**src/rtl/tvsp_pkg.sv**
```systemverilog
// constants and types for the two-wire subaddress control port
package tvsp_pkg;
   // device write addresses per address-select strap; read address is write + 1
   localparam logic [7:0] DEV_WR_LOW = 8'h80;
   localparam logic [7:0] DEV_WR_HIGH = 8'h84;
   localparam logic [7:0] DEV_WR_OPEN = 8'h88;
   // address-select pin sense codes
   localparam logic [1:0] SEL_LOW = 2'h0;
   localparam logic [1:0] SEL_HIGH = 2'h1;
   // subaddresses
   localparam logic [7:0] SUB_CTRL = 8'h00;
   localparam logic [7:0] SUB_TEST = 8'h01;
   localparam logic [7:0] SUB_DEMOD_BANK_WRITE_PORT = 8'h10;
   localparam logic [7:0] SUB_DEMOD_BANK_READ_PORT = 8'h11;
   localparam logic [7:0] SUB_AUDIO_BANK_WRITE_PORT = 8'h12;
   localparam logic [7:0] SUB_AUDIO_BANK_READ_PORT = 8'h13;
   // software_reset_word
   localparam int CTRL_RESET_BIT = 15;
   localparam logic SOFT_RESET_INIT = 1'b0;
   // byte positions after the subaddress
   localparam logic [2:0] IDX_WORD_LOW = 3'h2;
   localparam logic [2:0] IDX_DATA_LOW = 3'h4;
   // timing
   localparam int CLK_PERIOD_NS = 100;
   localparam int ERR_WAIT_NS = 1800000;
   localparam int ERR_WAIT_CYC = ERR_WAIT_NS / CLK_PERIOD_NS;
   localparam int NORMAL_WAIT_NS = 1000000;
   localparam int NORMAL_WAIT_CYC = NORMAL_WAIT_NS / CLK_PERIOD_NS;

   typedef enum logic {BANK_DEMOD, BANK_AUDIO} tvsp_bank_t;
   typedef struct packed {
      tvsp_bank_t bank;
      logic [15:0] addr;
      logic [15:0] data;
   } tvsp_wr_t;
   typedef struct packed {
      tvsp_bank_t bank;
      logic [15:0] addr;
   } tvsp_rd_t;
endpackage

```
**src/rtl/tvsp_ctrl_port.sv**
```systemverilog
// two-wire slave control port with subaddressed bank access
`timescale 1ns/1ps
module tvsp_ctrl_port
   import tvsp_pkg::*;
#(
   parameter int ERR_WAIT = ERR_WAIT_CYC
) (
   // clock and reset
   input wire logic clk,
   input wire logic rstn,
   // serial bus pins and address-select strap
   input wire logic serial_clock_pin_in,
   output logic serial_clock_pin_out,
   output logic serial_clock_pin_oe,
   input wire logic serial_data_pin_in,
   output logic serial_data_pin_out,
   output logic serial_data_pin_oe,
   input wire logic [1:0] addr_sel,
   // processing core
   input wire logic core_ready,
   input wire logic core_error,
   input wire logic [15:0] rd_data,
   output logic wr_req,
   output tvsp_wr_t wr_bus,
   output logic rd_req,
   output tvsp_rd_t rd_bus,
   output logic soft_reset
);
   localparam int WW = $clog2(ERR_WAIT + 1);

   typedef enum {ST_IDLE, ST_RX, ST_STRETCH, ST_ACK, ST_TX, ST_MACK, ST_MNEXT} tvsp_state_t;

   function automatic tvsp_bank_t sub_bank(input logic [7:0] s);
      return s[1] ? BANK_AUDIO : BANK_DEMOD;
   endfunction

   function automatic logic sub_is(input logic [7:0] s, input logic [7:0] a, input logic [7:0] b);
      return (s == a) || (s == b);
   endfunction

   logic [1:0] scl_sy_r, sda_sy_r, sel_sy_r, sel_m_r;
   logic scl_d_r, sda_d_r;
   logic scl_s, sda_s, scl_rise, scl_fall, start_det, stop_det;
   logic [7:0] own_w;
   tvsp_state_t st_r;
   logic [2:0] bit_cnt_r, idx_r;
   logic [7:0] sh_r, sub_r, word_hi_r;
   logic [15:0] addr_r, rd_data_r;
   logic [WW-1:0] wait_cnt_r;
   logic got8_r, addr_ph_r, rw_r, hi_r, rx_done_r, ctrl_wr_r;
   logic scl_oe_r, sda_oe_r, rd_req_r, wr_req_r, soft_reset_r;
   tvsp_wr_t wr_bus_r;
   tvsp_rd_t rd_bus_r;
   logic [7:0] tx_byte;

   // pins are asynchronous to clk; the second stage feeds all logic
   always_ff @(posedge clk or negedge rstn) begin
      if (!rstn) begin
         scl_sy_r <= 2'h3;
         sda_sy_r <= 2'h3;
         sel_sy_r <= 2'h0;
         sel_m_r <= 2'h0;
         scl_d_r <= 1'b1;
         sda_d_r <= 1'b1;
      end else begin
         scl_sy_r <= {scl_sy_r[0], serial_clock_pin_in};
         sda_sy_r <= {sda_sy_r[0], serial_data_pin_in};
         sel_m_r <= addr_sel;
         sel_sy_r <= sel_m_r;
         scl_d_r <= scl_sy_r[1];
         sda_d_r <= sda_sy_r[1];
      end
   end

   assign scl_s = scl_sy_r[1];
   assign sda_s = sda_sy_r[1];
   assign scl_rise = scl_s && !scl_d_r;
   assign scl_fall = !scl_s && scl_d_r;
   assign start_det = scl_s && scl_d_r && sda_d_r && !sda_s;
   assign stop_det = scl_s && scl_d_r && !sda_d_r && sda_s;

   // per-bit sync of a two-bit strap is safe only because the pin is static
   logic [1:0] sel_code_r;
   always_ff @(posedge clk or negedge rstn) begin
      if (!rstn) begin
         sel_code_r <= SEL_LOW;
      end else begin
         sel_code_r <= sel_sy_r;
      end
   end

   always_comb begin
      unique case (sel_code_r)
         SEL_LOW: own_w = DEV_WR_LOW;
         SEL_HIGH: own_w = DEV_WR_HIGH;
         default: own_w = DEV_WR_OPEN;
      endcase
   end

   assign tx_byte = hi_r ? rd_data_r[15:8] : rd_data_r[7:0];

   // bus engine: data line only changes while the clock is low
   always_ff @(posedge clk or negedge rstn) begin
      if (!rstn) begin
         st_r <= ST_IDLE;
         bit_cnt_r <= 3'h0;
         sh_r <= 8'h00;
         got8_r <= 1'b0;
         addr_ph_r <= 1'b0;
         rw_r <= 1'b0;
         hi_r <= 1'b1;
         wait_cnt_r <= '0;
         scl_oe_r <= 1'b0;
         sda_oe_r <= 1'b0;
         rd_req_r <= 1'b0;
         rx_done_r <= 1'b0;
         rd_data_r <= 16'h0000;
      end else begin
         rd_req_r <= 1'b0;
         rx_done_r <= 1'b0;
         if (stop_det) begin
            st_r <= ST_IDLE;
            scl_oe_r <= 1'b0;
            sda_oe_r <= 1'b0;
         end else if (start_det) begin
            st_r <= ST_RX;
            bit_cnt_r <= 3'h0;
            got8_r <= 1'b0;
            addr_ph_r <= 1'b1;
            sda_oe_r <= 1'b0;
         end else begin
            unique case (st_r)
               ST_IDLE: ;
               ST_RX: begin
                  if (scl_rise) begin
                     sh_r <= {sh_r[6:0], sda_s};
                     bit_cnt_r <= bit_cnt_r + 3'h1;
                     got8_r <= (bit_cnt_r == 3'h7);
                  end else if (scl_fall && got8_r) begin
                     got8_r <= 1'b0;
                     if (!addr_ph_r) begin
                        sda_oe_r <= 1'b1;
                        rx_done_r <= 1'b1;
                        st_r <= ST_ACK;
                     end else if (sh_r[7:1] == own_w[7:1]) begin
                        st_r <= ST_STRETCH;
                        scl_oe_r <= 1'b1;
                        wait_cnt_r <= '0;
                        rw_r <= sh_r[0];
                        rd_req_r <= sh_r[0];
                     end else begin
                        st_r <= ST_IDLE;
                     end
                  end
               end
               ST_STRETCH: begin
                  if (wait_cnt_r != WW'(ERR_WAIT - 1)) begin
                     wait_cnt_r <= wait_cnt_r + 1'b1;
                  end
                  if (core_error) begin
                     // nak by leaving data high, then release the clock
                     if (wait_cnt_r == WW'(ERR_WAIT - 1)) begin
                        scl_oe_r <= 1'b0;
                        st_r <= ST_IDLE;
                     end
                  end else if (core_ready) begin
                     sda_oe_r <= 1'b1;
                     scl_oe_r <= 1'b0;
                     rd_data_r <= rd_data;
                     addr_ph_r <= 1'b0;
                     hi_r <= 1'b1;
                     st_r <= ST_ACK;
                  end
               end
               ST_ACK, ST_MNEXT: begin
                  if (scl_fall) begin
                     bit_cnt_r <= 3'h0;
                     if (rw_r) begin
                        sh_r <= tx_byte;
                        sda_oe_r <= !tx_byte[7];
                        st_r <= ST_TX;
                     end else begin
                        sda_oe_r <= 1'b0;
                        st_r <= ST_RX;
                     end
                  end
               end
               ST_TX: begin
                  if (scl_fall) begin
                     bit_cnt_r <= bit_cnt_r + 3'h1;
                     if (bit_cnt_r == 3'h7) begin
                        sda_oe_r <= 1'b0;
                        st_r <= ST_MACK;
                     end else begin
                        sh_r <= {sh_r[6:0], 1'b0};
                        sda_oe_r <= !sh_r[6];
                     end
                  end
               end
               ST_MACK: begin
                  if (scl_rise) begin
                     // a nak, or an ack past the low byte, ends the read
                     if (!sda_s && hi_r) begin
                        hi_r <= 1'b0;
                        st_r <= ST_MNEXT;
                     end else begin
                        st_r <= ST_IDLE;
                     end
                  end
               end
            endcase
         end
      end
   end

   // telegram decode; payloads are 16-bit words, high byte first; bank writes send an address word then a data word
   always_ff @(posedge clk or negedge rstn) begin
      if (!rstn) begin
         idx_r <= 3'h0;
         sub_r <= SUB_CTRL;
         word_hi_r <= 8'h00;
         addr_r <= 16'h0000;
         wr_req_r <= 1'b0;
         wr_bus_r <= '0;
         rd_bus_r <= '0;
         ctrl_wr_r <= 1'b0;
         soft_reset_r <= SOFT_RESET_INIT;
      end else begin
         wr_req_r <= 1'b0;
         ctrl_wr_r <= 1'b0;
         if (start_det) begin
            idx_r <= 3'h0;
         end else if (rx_done_r) begin
            if (idx_r != 3'h7) begin
               idx_r <= idx_r + 3'h1;
            end
            word_hi_r <= sh_r;
            if (idx_r == 3'h0) begin
               sub_r <= sh_r;
            end else if (idx_r == IDX_WORD_LOW) begin
               if (sub_r == SUB_CTRL) begin
                  soft_reset_r <= word_hi_r[CTRL_RESET_BIT - 8];
                  ctrl_wr_r <= 1'b1;
               end else if (sub_is(sub_r, SUB_DEMOD_BANK_READ_PORT, SUB_AUDIO_BANK_READ_PORT)) begin
                  rd_bus_r <= '{bank: sub_bank(sub_r), addr: {word_hi_r, sh_r}};
               end else begin
                  addr_r <= {word_hi_r, sh_r};
               end
            end else if (idx_r == IDX_DATA_LOW &&
                         sub_is(sub_r, SUB_DEMOD_BANK_WRITE_PORT, SUB_AUDIO_BANK_WRITE_PORT)) begin
               wr_bus_r <= '{bank: sub_bank(sub_r), addr: addr_r, data: {word_hi_r, sh_r}};
               wr_req_r <= 1'b1;
            end
         end
      end
   end

   // open-drain pins only ever pull low
   always_ff @(posedge clk or negedge rstn) begin
      if (!rstn) begin
         serial_clock_pin_out <= 1'b0;
         serial_data_pin_out <= 1'b0;
      end else begin
         serial_clock_pin_out <= 1'b0;
         serial_data_pin_out <= 1'b0;
      end
   end

   assign serial_clock_pin_oe = scl_oe_r;
   assign serial_data_pin_oe = sda_oe_r;
   assign wr_req = wr_req_r;
   assign wr_bus = wr_bus_r;
   assign rd_req = rd_req_r;
   assign rd_bus = rd_bus_r;
   assign soft_reset = soft_reset_r;

   addr_match_a: assert property (@(posedge clk) disable iff (!rstn)
      $rose(st_r == ST_STRETCH) |-> sh_r[7:1] == own_w[7:1])
      else $error("stretch entered on foreign address");
   rd_addr_a: assert property (@(posedge clk) disable iff (!rstn)
      rd_req_r |-> sh_r == (own_w | 8'h01) && st_r == ST_STRETCH)
      else $error("read request without own read address");
   byte_ack_a: assert property (@(posedge clk) disable iff (!rstn)
      $rose(rx_done_r) |-> sda_oe_r && st_r == ST_ACK)
      else $error("received byte not acknowledged");
   bank_write_a: assert property (@(posedge clk) disable iff (!rstn)
      wr_req_r |-> sub_is(sub_r, SUB_DEMOD_BANK_WRITE_PORT, SUB_AUDIO_BANK_WRITE_PORT)
         && wr_bus_r.bank == sub_bank(sub_r))
      else $error("bank write from wrong subaddress");
   soft_reset_a: assert property (@(posedge clk) disable iff (!rstn)
      $changed(soft_reset_r) |-> ctrl_wr_r && sub_r == SUB_CTRL)
      else $error("soft reset changed outside control write");
   clock_hold_a: assert property (@(posedge clk) disable iff (!rstn)
      st_r == ST_STRETCH |-> scl_oe_r && !sda_oe_r)
      else $error("clock not held during wait");
   err_hold_a: assert property (@(posedge clk) disable iff (!rstn)
      (st_r == ST_STRETCH && core_error && wait_cnt_r != WW'(ERR_WAIT - 1)
         && !start_det && !stop_det) |=> st_r == ST_STRETCH)
      else $error("error wait ended early");
   err_nak_a: assert property (@(posedge clk) disable iff (!rstn)
      (st_r == ST_STRETCH && core_error && wait_cnt_r == WW'(ERR_WAIT - 1))
         |=> st_r == ST_IDLE && !scl_oe_r && !sda_oe_r [*2])
      else $error("error exit did not nak and release");
   idle_quiet_a: assert property (@(posedge clk) disable iff (!rstn)
      st_r == ST_IDLE |-> !scl_oe_r && !sda_oe_r)
      else $error("idle port drives a bus line");
   msb_first_a: assert property (@(posedge clk) disable iff (!rstn)
      st_r == ST_TX |-> sda_oe_r == !sh_r[7])
      else $error("transmit bit not msb of shifter");

   wr_seen_c: cover property (@(posedge clk) disable iff (!rstn) wr_req_r);
   rd_seen_c: cover property (@(posedge clk) disable iff (!rstn)
      $fell(hi_r) ##[1:1000] st_r == ST_IDLE);
   err_seen_c: cover property (@(posedge clk) disable iff (!rstn)
      st_r == ST_STRETCH && core_error ##1 st_r == ST_IDLE);
   reset_seen_c: cover property (@(posedge clk) disable iff (!rstn) $rose(soft_reset_r));
endmodule // tvsp_ctrl_port

```
**config.mk**
```make
export PLATFORM = sky130hd
export DESIGN_NAME = tvsp_ctrl_port
export DESIGN_NICKNAME = d
export VERILOG_FILES = /design/src/rtl/tvsp_pkg.sv /design/src/rtl/tvsp_ctrl_port.sv
export SDC_FILE = /design/constraint.sdc
export NUM_CORES = 1
export LEC_CHECK = 0
export BUFFER_PORTS_ARGS = -buffer_cell sky130_fd_sc_hd__buf_4
export CORE_MARGIN = 5
export CORE_UTILIZATION = 50
export DETAILED_ROUTE_END_ITERATION = 6
export PLACE_DENSITY = 0.76
export SYNTH_ARGS = -nofsm -noshare
export SYNTH_HDL_FRONTEND = slang
export SYNTH_SLANG_ARGS = --single-unit
```
**constraint.sdc**
```tcl
create_clock -name clk -period 5.04 [get_ports clk]
set_input_delay 0.756 -clock clk [delete_from_list [all_inputs] [get_ports clk]]
set_output_delay 0.756 -clock clk [all_outputs]
set_load 0.01 [all_outputs]
```
==> impl_results.md <==
* Outcome: completed
* HP Start: sel_sy_r[1]
* Class of the tightest hold or removal check: flip-flop to flip-flop
* Std-Cell Core Area at about 13,000 µm²
* Lkg Pwr at approximately 4 nW
* R2R depth at 6
* Post-Route Setup TNS at 0 ns
* Endpoint of the worst hold-timing path: sel_code_r[1]
* Master of the slowest instance on the critical path: sky130_fd_sc_hd__nor3_4
* Worst Max-Slew Pin Slew at approximately 1.1 ns
* Synthesized-area fraction occupied by ao, oa, aoi and oai cells at 0.0714
* Rel. slew slack at 0.260
* Ant. Diodes at 0
* Detailed-route wire length per cell at 17.6 µm
* Area share of the largest cell type after synthesis at 0.542
* Number of global-route vias before repair at 4,482
* Dominant combinational cell family by area after synthesis: multiplexers
* CTS tree: done
* I/O pins at 81
* Antenna viol nets, final at 0
* Top_reg_cell synth: sky130_fd_sc_hd__dfrtp_1
* Placement-stage cell area at approximately 7400 µm²
* Xor and xnor area share after synthesis at 0.0105
* Maximum fanout count along the critical path at 20
* Post-layout power at ~3.2 mW
* Setup repair after global routing missed its margin: false
* Global-route wire length before repair at about 23,000 µm
* Share of cells above drive strength 1 at 0.407
* Count of cell types in the netlist at 67
* Most crowded layer after global routing: met2
* First-iteration detailed-routing DRC count at 315
* CTS Hold Buffers Added at 0
* Power per standard cell area at approximately 400 nW/µm²
* Critical register-to-register path endpoint: wr_bus[30]
* Most common library cell in the layout ignoring fill and taps: sky130_fd_sc_hd__dfrtp_1
* Crit path from: sub_r[2]
* Seq cells post-synth at 152
* Largest stage delay, worst path at 0.60 ns
* Starting density of the core at 0.508
* Final clock period utilization by the worst path at 0.536
* Grt met2 use at 0.300
* Overall routing resource usage at 0.181
* Filler instances at roughly 1,000
* Clk pin slew, worst setup/hold paths at ~0.060 ns
* Gate count after technology mapping at between 500 and 600
* Total Routed Length at about 14,000 µm
* Max clock buf depth at 2
* Final routed DRC violation total at 0
* Synthesized cell area at around 6700 µm²
* Die Area at ~16,000 µm²
* Arrival time of data at the critical path endpoint at approximately 3 ns
* Hold Fails Final Rpt at 0
* Finished layout cell area at between 7000 and 8000 µm²
* DR vias/cell at 5.55
* Reg-to-reg setup timing slack at approximately 2.3 ns
* Die Ht at about 130 µm
* Total area of multi-input combinational cells at ~2700 µm²
* Mux share of post-synthesis cell area at 0.197
* H-tree level count at 4
* Worst clock skew on the final layout at slightly above 0.01 ns
* Setup crit start kind: flip-flop
* Weighted congestion at the end of routability-driven global placement at 0.889
* Cell type with the highest aggregate area in the netlist: sky130_fd_sc_hd__dfrtp_1
* Num CTS Buffers at 17
* Post-synth EDFFs at 0
* Startpoint of the worst register-to-register path: sub_r[2]
* Final number of setup-violating endpoints at 0
* DPL Wire Length at slightly below 10,000 µm
* Mean area per synthesized cell at between 10 and 15 µm²
* Total congestion overflow after global routing at 0
* Post-synth ARST share at 1.00
* Setup Crit Path Kind: flip-flop to flip-flop
* Fin nets at roughly 630
* Top area cells in the synthesized netlist: sky130_fd_sc_hd__dfrtp_1, sky130_fd_sc_hd__mux2_2, sky130_fd_sc_hd__dfstp_2, sky130_fd_sc_hd__o21ai_0, sky130_fd_sc_hd__nand2_1
* Simple-gate portion of the synthesized area at 0.113
* Worst supply voltage drop on vdd at between 0.0002 and 0.00025 V
* Data required time at the worst endpoint at ~5.3 ns
* Overall via count from detail_route at roughly 4,400
* Critical Path Sink Type: flip-flop
* Post CTS Setup Buffer Count at 0
* Clock Latency Late Sink at between 0.4 and 0.5 ns
* Antenna violations before repair at 0
* Clock root buffer master: sky130_fd_sc_hd__clkbuf_16
* CP Cell Sequence: or4_1 > nor2_1 > nand2_1 > nor3_4 > buf_4 > mux2_2
* Count of buffers from port buffering at 78
* Synthesized-area fraction occupied by adder cells at 0.0131
* Period minus WS final at approximately 2.7 ns
* Register cell area after layout at roughly 3800 µm²
* Count of warnings emitted by yosys at 0
* Layout-stage area growth over the synthesis result at 19.1%
* Number of max-slew violations in the final report at 0
* M1 GR Usage at 0.230
* # Max-Cap Violations at 0
* Cell row count at 42
* Horizontal extent of the die at 126 µm
* Post-CTS Resized at 0
* Commonest non-fill, non-tap cells in the layout: sky130_fd_sc_hd__dfrtp_1, sky130_fd_sc_hd__mux2_2, sky130_fd_sc_hd__buf_4
* Detailed-routing iteration count for the pre-antenna-repair pass at 4
* Timing-limited maximum frequency at around 370 MHz
* Number of sinks driven by the clock tree at 152
* Largest net degree at the start of global routing at roughly 120
* Hold path cells at 0
* Met3 routing resource usage after global routing at 0.0495
* Sequential cell area fraction in the yosys report at 0.569
## sequential cells by signal, summed over array words and instances, names as in the netlist, 2 cells and up
name,cells
sel_sy_r,2
wr_bus,33
sel_code_r,2
rd_bus,17
scl_sy_r,2
sub_r,8
idx_r,3
sel_m_r,2
wait_cnt_r,15
sh_r,8
sda_sy_r,2
word_hi_r,8
rd_data_r,16
st_r,3
addr_r,16
bit_cnt_r,3
## final cells by class
class | count | share of cell area
inverters | 7 | 0.00329
clock buffers | 23 | 0.0599
well taps | 176 | 0.0276
repair buffers | 81 | 0.0767
clock inverters | 9 | 0.0144
multi-input cells | 337 | 0.340
flip-flops and latches | 152 | 0.478
## report_power, final
part           internal [mW]  switching [mW]  leakage, nW  total [mW]
Clock                  0.772           0.489        0.284        1.26
Combinational          0.223           0.231         1.61       0.454
Sequential              1.34           0.171         2.04        1.51
## layer usage
metal	vias up	wire, µm
met5	-	0
li1	2026	-
met4	0	195
met1	2219	6010
met2	101	6980
met3	13	647
## critical path, delay by kind of cell, from the launching register on
| kind | cells | cell delay (ns) |
|---|---|---|
| buffers and inverters | 1 | 0.39 |
| multiplexers | 1 | 0.37 |
| flip-flops | 1 | 0.37 |
| AND/OR/NAND/NOR | 4 | 1.43 |
## synthesized netlist by cell type (4+ instances only)
master / count
sky130_fd_sc_hd__buf_4: 8
sky130_fd_sc_hd__dfstp_2: 7
sky130_fd_sc_hd__a21oi_1: 11
sky130_fd_sc_hd__buf_2: 5
sky130_fd_sc_hd__nor2b_1: 4
sky130_fd_sc_hd__nand3_1: 9
sky130_fd_sc_hd__and3_1: 4
sky130_fd_sc_hd__dfrtp_1: 145
sky130_fd_sc_hd__o21ai_0: 28
sky130_fd_sc_hd__o211ai_1: 4
sky130_fd_sc_hd__xor2_1: 5
sky130_fd_sc_hd__nor3_1: 8
sky130_fd_sc_hd__nand2_1: 35
sky130_fd_sc_hd__nor4_1: 4
sky130_fd_sc_hd__nor2_1: 26
sky130_fd_sc_hd__o2111ai_1: 5
sky130_fd_sc_hd__inv_1: 6
sky130_fd_sc_hd__clkbuf_1: 6
sky130_fd_sc_hd__mux2_2: 107
sky130_fd_sc_hd__nand4_1: 4
sky130_fd_sc_hd__ha_1: 7
sky130_fd_sc_hd__mux2i_1: 10
sky130_fd_sc_hd__or4_1: 4
sky130_fd_sc_hd__or3_1: 4
## per-stage QoR
| step | hold slack [ns] | instances | worst slack [ns] | utilization |
|---|---|---|---|---|
| floorplan | 0.331 | 518 | 2.90 | - |
| global placement | 0.335 | 753 | 2.44 | 0.560 |
| detailed placement | 0.338 | 753 | 2.32 | 0.560 |
| CTS | 0.349 | 785 | 2.32 | 0.605 |
| global route | 0.350 | 785 | 2.16 | 0.605 |
| finish | 0.345 | 785 | 2.34 | 0.605 |
## how the worst max path moves through the flow
stage | cells after the start | slack (ns) | to
after detailed placement | 6 | 2.32 | wr_bus[26]
final | 6 | 2.34 | wr_bus[30]
after CTS | 6 | 2.32 | wr_bus[26]
after floorplan | 5 | 2.90 | rd_data_r[0]
after global routing | 6 | 2.16 | wr_bus[30]
after global placement | 6 | 2.44 | wr_bus[15]
## cells by family after synthesis
group	count (synthesis)
other	1
muxes	118
AOI/OAI and AO/OA	72
DFF	152
buffers and inverters	29
xor gates and xnor gates	8
and+or+nand+nor	130
adders and majority gates	7
Power figures use the tool's default switching activity.
